**src/eres_pkg.sv**
```systemverilog
// shared constants and coefficient generation for the enhanced resolution filter bank
package eres_pkg;

	// ----------------------------------------
	// widths
	// ----------------------------------------
	localparam int sample_w = 8;
	localparam int out_w = 16;
	localparam int addr_w = 16;
	localparam int sel_w = 3;
	localparam int coef_w = 16;
	localparam int coef_addr_w = 8;
	localparam int acc_w = 24;

	// ----------------------------------------
	// fixed point layout
	// ----------------------------------------
	localparam int coef_frac = 15;
	localparam int out_frac = 8;
	localparam int out_lsb = coef_frac - out_frac;
	localparam int coef_unity = 32768;

	// ----------------------------------------
	// filter bank: one entry per half-bit step, 0.5 .. 3.0 bits
	// ----------------------------------------
	localparam int setting_count = 6;
	localparam int tap_count [0:5] = '{2, 5, 10, 24, 51, 117};
	localparam int total_taps = 209;

	function automatic int tap_base(input int s);
		int b;
		b = 0;
		for (int i = 0; i < setting_count; i++) begin
			if (i < s) begin
				b += tap_count[i];
			end
		end
		return b;
	endfunction

	// triangular weight, symmetric about the centre of the response
	function automatic int tri_weight(input int len, input int k);
		return (k + 1 < len - k) ? k + 1 : len - k;
	endfunction

	// quantised weight; even lengths use even values so the centre pair can share the remainder
	function automatic int raw_coef(input int len, input int k, input int wsum);
		if (len % 2 == 0) begin
			return 2 * ((tri_weight(len, k) * (coef_unity / 2)) / wsum);
		end
		return (tri_weight(len, k) * coef_unity) / wsum;
	endfunction

	// coefficient k of setting s; remainder put on the centre tap(s) so the sum is exactly unity
	function automatic int coef_value(input int s, input int k);
		int len;
		int wsum;
		int qsum;
		int c;
		len = tap_count[s];
		wsum = 0;
		qsum = 0;
		for (int j = 0; j < len; j++) begin
			wsum += tri_weight(len, j);
		end
		for (int j = 0; j < len; j++) begin
			qsum += raw_coef(len, j, wsum);
		end
		c = raw_coef(len, k, wsum);
		if (len % 2 == 1 && k == len / 2) begin
			c += coef_unity - qsum;
		end else if (len % 2 == 0 && (k == len / 2 || k == len / 2 - 1)) begin
			c += (coef_unity - qsum) / 2;
		end
		return c;
	endfunction

	// coefficient at a flat table index spanning all six settings
	function automatic logic [15:0] flat_coef(input int i);
		int s;
		s = 0;
		for (int j = 1; j < setting_count; j++) begin
			if (i >= tap_base(j)) begin
				s = j;
			end
		end
		return 16'(coef_value(s, i - tap_base(s)));
	endfunction

endpackage

```
**src/coef_rom.sv**
```systemverilog
// coefficient table for all six filters, registered read
`timescale 1ns/10ps
module coef_rom (
	input wire logic clk,
	input wire logic [7:0] addr,
	output logic [15:0] coef
);

	logic [15:0] table_word [0:eres_pkg::total_taps-1];

	// ----------------------------------------
	// constant table, built at elaboration
	// ----------------------------------------
	genvar i;
	generate
		for (i = 0; i < eres_pkg::total_taps; i++) begin : g_word
			assign table_word[i] = eres_pkg::flat_coef(i);
		end
	endgenerate

	// addresses past the table read as zero
	always_ff @(posedge clk) begin
		if (addr < 8'(eres_pkg::total_taps)) begin
			coef <= table_word[addr];
		end else begin
			coef <= 16'h0000;
		end
	end

endmodule

```
**src/enhanced_resolution_fir_filter.sv**
```systemverilog
// zero-phase fir filter bank that raises the resolution of a stored sample record
//
// What this block does
// - six settings, 0.5 to 3 bits in half-bit steps; one filter per record
// - tap counts 2,5,10,24,51,117; cutoffs 0.5 down to 0.016 of nyquist
// - each half-bit step roughly halves the passband of the filter
// - added resolution is fixed per setting, independent of signal content
// - all filters symmetric fir; zero phase for odd tap counts, half a sample of lag for even ones, relative timing kept
// - group delay removed to whole samples: output index n + taps/2, the centre input index, the upper one of the centre pair for even tap counts
// - coefficients sum exactly to unity, so no overflow from clean input
// - overflowed input is filtered anyway, no error raised
// - output record shorter than source by exactly the tap count
// - record too short for any output is rejected, nothing written
`timescale 1ns/10ps
module enhanced_resolution_fir_filter (
	input wire logic clk,
	input wire logic rst_n,
	input wire logic start,
	input wire logic [2:0] setting_sel,
	input wire logic [15:0] src_len,
	output logic rd_en,
	output logic [15:0] rd_addr,
	input wire logic [7:0] rd_data,
	output logic wr_en,
	output logic [15:0] wr_addr,
	output logic [15:0] wr_data,
	output logic [15:0] out_len,
	output logic busy,
	output logic done,
	output logic rejected
);

	typedef enum {st_idle, st_tap, st_flush, st_store} state_t;

	state_t state;
	logic [2:0] setting;
	logic [15:0] taps;
	logic [15:0] lead;
	logic [15:0] n;
	logic [15:0] k;
	logic [15:0] last_n;
	logic [7:0] coef_addr;
	logic [15:0] coef;
	logic prod_valid;
	logic [23:0] acc;
	logic [23:0] prod;

	// ----------------------------------------
	// decode helpers
	// ----------------------------------------
	function automatic logic [15:0] taps_of(input logic [2:0] s);
		logic [15:0] t;
		t = 16'h0000;
		for (int i = 0; i < eres_pkg::setting_count; i++) begin
			if (int'(s) == i) begin
				t = 16'(eres_pkg::tap_count[i]);
			end
		end
		return t;
	endfunction

	function automatic logic [7:0] base_of(input logic [2:0] s);
		logic [7:0] b;
		b = 8'h00;
		for (int i = 0; i < eres_pkg::setting_count; i++) begin
			if (int'(s) == i) begin
				b = 8'(eres_pkg::tap_base(i));
			end
		end
		return b;
	endfunction

	function automatic logic accept(input logic [2:0] s, input logic [15:0] len);
		// an unused setting code decodes to zero taps and is refused here
		return (taps_of(s) != 16'h0000) && (len > taps_of(s));
	endfunction

	// ----------------------------------------
	// coefficient table
	// ----------------------------------------
	coef_rom i_coef_rom (
		.clk(clk),
		.addr(coef_addr),
		.coef(coef)
	);

	// ----------------------------------------
	// sequencing
	// ----------------------------------------
	always_ff @(posedge clk) begin
		if (!rst_n) begin
			state <= st_idle;
		end else begin
			unique case (state)
				st_idle: begin
					if (start && accept(setting_sel, src_len)) begin
						state <= st_tap;
					end
				end
				st_tap: begin
					if (k == taps - 16'h0001) begin
						state <= st_flush;
					end
				end
				st_flush: begin
					// wait for the last product to land in the accumulator
					if (!rd_en && !prod_valid) begin
						state <= st_store;
					end
				end
				st_store: begin
					if (n == last_n) begin
						state <= st_idle;
					end else begin
						state <= st_tap;
					end
				end
			endcase
		end
	end

	// setting latched once so a record never mixes filters
	always_ff @(posedge clk) begin
		if (!rst_n) begin
			setting <= 3'h0;
			taps <= 16'h0000;
			lead <= 16'h0000;
			last_n <= 16'h0000;
			out_len <= 16'h0000;
		end else if (state == st_idle && start && accept(setting_sel, src_len)) begin
			setting <= setting_sel;
			taps <= taps_of(setting_sel);
			lead <= taps_of(setting_sel) >> 1;
			last_n <= src_len - taps_of(setting_sel) - 16'h0001;
			out_len <= src_len - taps_of(setting_sel);
		end
	end

	// output index n and tap index k
	always_ff @(posedge clk) begin
		if (!rst_n) begin
			n <= 16'h0000;
			k <= 16'h0000;
		end else if (state == st_idle) begin
			n <= 16'h0000;
			k <= 16'h0000;
		end else if (state == st_tap) begin
			k <= k + 16'h0001;
		end else if (state == st_store) begin
			n <= n + 16'h0001;
			k <= 16'h0000;
		end
	end

	// ----------------------------------------
	// sample and coefficient fetch
	// ----------------------------------------
	always_ff @(posedge clk) begin
		if (!rst_n) begin
			rd_en <= 1'b0;
			rd_addr <= 16'h0000;
			coef_addr <= 8'h00;
		end else begin
			rd_en <= (state == st_tap);
			if (state == st_tap) begin
				// the window starts at n, so no output needs samples outside the record
				rd_addr <= n + k;
				coef_addr <= base_of(setting) + 8'(k);
			end
		end
	end

	always_ff @(posedge clk) begin
		if (!rst_n) begin
			prod_valid <= 1'b0;
		end else begin
			prod_valid <= rd_en;
		end
	end

	// ----------------------------------------
	// multiply-accumulate
	// ----------------------------------------
	// samples are unsigned quantiser codes; overflow codes pass through unchecked
	assign prod = 24'(coef * rd_data);

	always_ff @(posedge clk) begin
		if (!rst_n) begin
			acc <= 24'h000000;
		end else if (state == st_store || state == st_idle) begin
			acc <= 24'h000000;
		end else if (prod_valid) begin
			// unity-sum nonnegative taps keep the sum at or below 255 * 2^15, no wrap
			acc <= acc + prod;
		end
	end

	// ----------------------------------------
	// result write and status
	// ----------------------------------------
	always_ff @(posedge clk) begin
		if (!rst_n) begin
			wr_en <= 1'b0;
			wr_addr <= 16'h0000;
			wr_data <= 16'h0000;
		end else begin
			wr_en <= (state == st_store);
			if (state == st_store) begin
				wr_addr <= n + lead;
				wr_data <= acc[eres_pkg::out_lsb +: eres_pkg::out_w];
			end
		end
	end

	always_ff @(posedge clk) begin
		if (!rst_n) begin
			busy <= 1'b0;
			done <= 1'b0;
			rejected <= 1'b0;
		end else begin
			if (state == st_idle && start && accept(setting_sel, src_len)) begin
				busy <= 1'b1;
			end else if (state == st_store && n == last_n) begin
				busy <= 1'b0;
			end
			done <= (state == st_store && n == last_n);
			rejected <= (state == st_idle && start && !accept(setting_sel, src_len));
		end
	end

endmodule

```
**config.mk**
```make
export PLATFORM = sky130hd
export DESIGN_NAME = enhanced_resolution_fir_filter
export DESIGN_NICKNAME = d
export VERILOG_FILES = /design/src/eres_pkg.sv /design/src/coef_rom.sv /design/src/enhanced_resolution_fir_filter.sv
export SDC_FILE = /design/constraint.sdc
export NUM_CORES = 1
export LEC_CHECK = 0
export BUFFER_PORTS_ARGS = -buffer_cell sky130_fd_sc_hd__buf_2
export CAP_MARGIN = 25
export CORE_UTILIZATION = 40
export DETAILED_ROUTE_END_ITERATION = 6
export PLACE_DENSITY_LB_ADDON = 0.08
export SLEW_MARGIN = 20
export SYNTH_ARGS = -nofsm -noshare
export SYNTH_HDL_FRONTEND = slang
export SYNTH_SLANG_ARGS = --single-unit
```
**constraint.sdc**
```tcl
create_clock -name clk -period 8.59 [get_ports clk]
set_input_delay 1.718 -clock clk [delete_from_list [all_inputs] [get_ports clk]]
set_output_delay 1.718 -clock clk [all_outputs]
set_load 0.05 [all_outputs]
```
### Word-level counts from Yosys, hierarchy flattened

Memories as Yosys holds them, arrays and structs flattened. A register that Yosys moved wholly into a read port is not among the register bits.
Cells that the tools add are included.

* register bits: 216
* bits in read-only memories: 4096
* input port bits: 30
* output and inout bits: 69
* word-level logic and storage cells: 147
* memories kept: 1

* add/subtract/negate cells: 19
* multipliers: 1
* order comparisons: 3
* eq/ne operators: 20
* multiplexer cells: 57
* bitwise operators: 3
* reduce and logical (&&, ||, !) cells: 24

Memory list
* (name not given): words 256, bits a word 16, rd ports 1, clocked after Yosys merged registers in 1, write ports 0, RTL line coef_rom.sv:24 `coef <= table_word[addr];`

Operators by type and width (count)
* 8-bit 2-to-1 mux: 36
* 16-bit 2-to-1 mux: 11
* 32-bit one-hot mux with 4 select lines: 1
* 32-bit by 2-bit equality test with 1-bit output (second input constant): 3
* 32-bit 2-to-1 mux: 3
* 32-bit zero test: 2
* 16-bit by 1-bit adder with 16-bit output (second input constant): 2
* 8-bit by 4-bit adder with 8-bit output (second input constant): 4
* 16-bit equality test: 2
* 32-bit by 1-bit equality test with 1-bit output (second input constant): 1
* 32-bit by 3-bit equality test with 1-bit output (second input constant): 1
* 16-bit greater-than comparator: 2
* 16-bit nonzero test: 2
* 16-bit by 1-bit subtractor with 16-bit output (second input constant): 2
* 24-bit adder: 1
* 8-bit by 5-bit adder with 8-bit output (second input constant): 3
* 3-bit equality test (second input constant): 8
* 16-bit by 8-bit multiplier with 24-bit output: 1
* 16-bit by 15-bit adder with 16-bit output: 1
* 16-bit adder: 1
* 8-bit by 6-bit adder with 8-bit output (second input constant): 2
* 16-bit subtractor: 1
* 8-bit inverter with 9-bit output: 1
* 8-bit by 7-bit adder with 8-bit output (second input constant): 1
* 16 further kinds: 35

### Logic depth before layout (Yosys ltp)

* word-level depth: 21
* mapped depth: 20
* mapped depth without buffers: 19

### Hierarchy

A second synthesis with hierarchy kept.

* cell total of the unflattened synthesis: 2025
* area, all modules: 16276.9 um^2

By module, submodules not included
* enhanced_resolution_fir_filter: instances 1, cells each 1557, area each 13227.7 um^2
* coef_rom: instances 1, cells each 468, area each 3049.2 um^2

### Worst setup path before layout

No wires, ideal clock.

* kind: in2reg
* from: in rd_data[2]
* to: reg acc[22]
* library setup time: 129 ps
* data arrival time: 5822 ps
* data required time: 8461 ps
* path slack: 2640 ps
* stages: 17
* path through: clkbuf_1 -> and2_1 -> fa_1 -> fa_1 -> fa_1 -> inv_1 -> fa_1 -> inv_1 -> ha_1 -> and3_1 -> and3_1 -> a22oi_1 -> a31oi_1 -> nor2b_1 -> o21ai_0 -> mux2i_1 -> nand4_1

* cells in the longest elaborated chain, start to end: 2

Ends and longest elaborated chain
* start: declaration: RTL line enhanced_resolution_fir_filter.sv:23 `input wire logic [7:0] rd_data,`
* 16-bit by 8-bit multiplier with 24-bit output: RTL line enhanced_resolution_fir_filter.sv:185 `assign prod = 24'(coef * rd_data);`
* 24-bit adder: RTL line enhanced_resolution_fir_filter.sv:194 `acc <= acc + prod;`
* end signal: assignment: RTL line enhanced_resolution_fir_filter.sv:194
* end: declaration: RTL line enhanced_resolution_fir_filter.sv:45 `logic [23:0] acc;`

Every way passes these cells.
A chain may end at the register's enable or synchronous reset.

### Final worst setup path

* from: in rd_data[1]
* to: reg acc[22]

Same word-level chain as after synthesis.

==> out/results.ini <==
[sta]
finalSetupViolCount = 0
setup_ws_ps = 2470
period_minus_slack_ps = 6120
finalCritPeriodShare = 0.713
finalHoldViolations = 0
slew_viol_final = 0
maxSlewHeadroom = 0.400
fin_skew_ps = 22.9
fmax_mhz = 163
hold_ws_ps = 460
setup_tns_ps = 0
rsz0062_at_grt = no
worstMarginPinSlew_ps = 897

[worst_setup_path]
worstRegToRegCells = 16
critPathTopFamily = adder cells
cp_num_cells = 18
critical_path_class = in2reg
crit_start = rd_data[1]
cp_max_fo = 15
cp_slowest_cell = fa_1
path_cells = buf_2 > nand2_1 > fa_1 > inv_1 > fa_1 > fa_1 > inv_1 > fa_1 > inv_1 > ha_1 > nand3_1 > nor4_1 > o21ai_0 > a31oi_1 > nor2b_1 > o21ai_0 > mux2i_1 > nand4_1
crit_path_end = acc[22]$_SDFFE_PP0P_
cp.arrival_ps = 6460
reg2reg_from = i_coef_rom.coef[3]$_SDFF_PP0_
crit_required_ps = 8920
cpPeakStageDelay_ps = 530
rr_endpoint = acc[22]$_SDFFE_PP0P_
path_common_cell = fa_1
crit_buf_inv = 4
end_kind = flip-flop
startpoint_type = input port
rrSetupSlack_ps = 3430

[logic_synthesis]
yosysWarnings = 0
avgSynthCellArea_um2 = 7.87
synthMostInstantiatedCell = nor2_1
synth_top_area_frac = 0.219
synthCells = 2045
seq_area_frac_synth = 0.219
ys_async_sr_fraction = 0
synthTopCellsByCount = nor2_1, nand2_1, inv_1
synth_top_area_cell = dfxtp_1
synth_area_leaders = dfxtp_1, fa_1, ha_1
syn-cell-area_um2 = 16100
synth_cell_types = 69
synth_flop_cell = dfxtp_1
synth_edf_count = 0
ys_ff_latch = 176
synth_nets = 2275

[floorplan]
die_x_um = 203
core_um2 = 39700
rows = 73
die-area_um2 = 41000
ioPinCount = 99
start_util = 0.405
fp.dieH_um = 203

[global_route]
overflow = 0
grt_start_max_net_pins = 62
antenna_found_initial = 0
grt_pass1_vias = 14100
grt_first_pass_wirelength_um = 76800
grtUsageTotal = 0.234

[worst_hold_path]
holdCritStartpoint = out_len[3]$_SDFFE_PN0P_
hold_class = reg2reg

[placement]
gp_congestion = 0.887
io_buffers = 98
preCtsSetupSlack_ps = 2060
dp_hpwl_um = 34600

[finish]
area_delta_synth_final_pct = 8.33
antenna_cells = 0
nets = 2280
fin_util = 0.439
seqCellArea_um2 = 3530
layout-drive-gt1-share = 0.0839
fillers = 4118
multi_input_area_um2 = 11400

[power]
p_per_area_nw_per_um2 = 176
ir_drop_v = 0.000156
p_leak_nw = 7.36

[routing]
ant_nets = 0
wirelength_um = 46900
viasPerCell = 5.53
first_iter_violations = 891
num_vias = 14300
drt-wirelength-per-cell_um = 18.1
drc = 0
first_pass_iters = 7

[clocking]
postCtsSetupBuffers = 0
clk_transition_reported_paths_ps = 70
cts_max_path_buffers = 2
numClockSinks = 176
numCtsBuffers = 17
cts_tree = yes
cts.repair.resized = 0
cts_hold_buf = 0
clock_latency_ps = 470
htreeDepth = 4
root_buffer = clkbuf_16

[job]
max-cap-violations = 0

[outcome]
outcome = complete, no violations

==> cell usage in the layout (no fill, tap or decap), types with 6 or more instances in the layout <==
cell type,n
o21ai_0,102
nor2b_1,13
fa_1,103
a22oi_1,11
a2111oi_0,6
nor3b_1,8
nand3_1,49
a21o_1,17
inv_1,183
o22ai_1,15
xor2_1,47
o21bai_1,9
mux2i_1,60
o31ai_1,8
clkbuf_16,17
buf_4,15
nand2b_1,28
nand4_1,22
or3_1,22
a211oi_1,45
o211ai_1,17
nand2_1,184
or2_2,12
ha_1,95
a21oi_1,142
a31oi_1,24
buf_2,98
and3_1,13
nor3_1,40
nor4_1,9
o311ai_0,8
nand3b_1,13
o21a_1,14
xnor2_1,63
and2_1,89
a311oi_1,8
nor2_1,196
dfxtp_1,172
==> how the worst min path moves through the flow <==
stage	to	cells after the start	slack (ps)
floorplan	last_n[2]$_SDFFE_PN0P_	2	440
detailed placement	out_len[3]$_SDFFE_PN0P_	2	450
global route	out_len[4]$_SDFFE_PN0P_	2	470
CTS	out_len[3]$_SDFFE_PN0P_	2	460
global placement	out_len[3]$_SDFFE_PN0P_	2	440
finish	out_len[3]$_SDFFE_PN0P_	2	460
==> routing by layer <==
layer  vias to the layer above  GRT usage  share of wire
met5                         -          0              0
met4                         0     0.0738          0.025
met3                        63     0.0286          0.036
met2                       308      0.398           0.49
met1                      6917      0.308           0.45
li1                       7031          -              -
==> per-stage QoR <==
step / instance area (um2) / std cells / total power [mW]
floorplan: 16100 / 2045 / 1.98
global placement: 16800 / 2556 / 2.30
detailed placement: 16800 / 2556 / 2.30
CTS: 17400 / 2588 / 3.11
global route: 17400 / 2588 / 3.31
finish: 17400 / 2588 / 3.07
==> report_power, final <==
part	internal, mW	leakage (nW)	switching, mW
clock	0.413	0.282	0.384
combinational	0.494	5.65	0.839
sequential	0.873	1.43	0.0717
total	1.78	7.36	1.29
==> tightest hold or removal path: stages, from the launching register on <==
cell and delay [ps]:
dfxtp_1 310, nand2_1 50, a21oi_1 50
==> cell type report <==
| class | count | area share |
|---|---|---|
| multi-input combinational | 1557 | 0.651 |
| sequential | 176 | 0.202 |
| inverter | 185 | 0.0398 |
| tap | 525 | 0.0377 |
| timing repair buffer | 113 | 0.0346 |
| clock buffer | 17 | 0.0244 |
| clock inverter | 15 | 0.00983 |
==> kinds of logic (layout without fill, tap and decap cells) <==
group / count (synthesis) / after routing / synth area share
xor+xnor: 110 / 110 / 0.0599
compound gates: 475 / 475 / 0.187
fa+ha+maj: 200 / 200 / 0.204
mux: 64 / 64 / 0.0422
flops: 176 / 176 / 0.219
simple gates: 708 / 708 / 0.213
buf+inv: 312 / 330 / 0.0759
==> state kept, by name, summed over array words and instances, names as in the netlist <==
name and cells:
lead 1, out_len 16, wr_addr 16, last_n 16
k 16, wr_data 16, n 16, setting 3
prod_valid 1, wr_en 1, state 2, coef_addr 8
i_coef_rom.coef 15, taps 6, rd_addr 16, rejected 1
rd_en 1, done 1, busy 1, acc 23
Note: power is estimated with default switching activity, not from simulation.
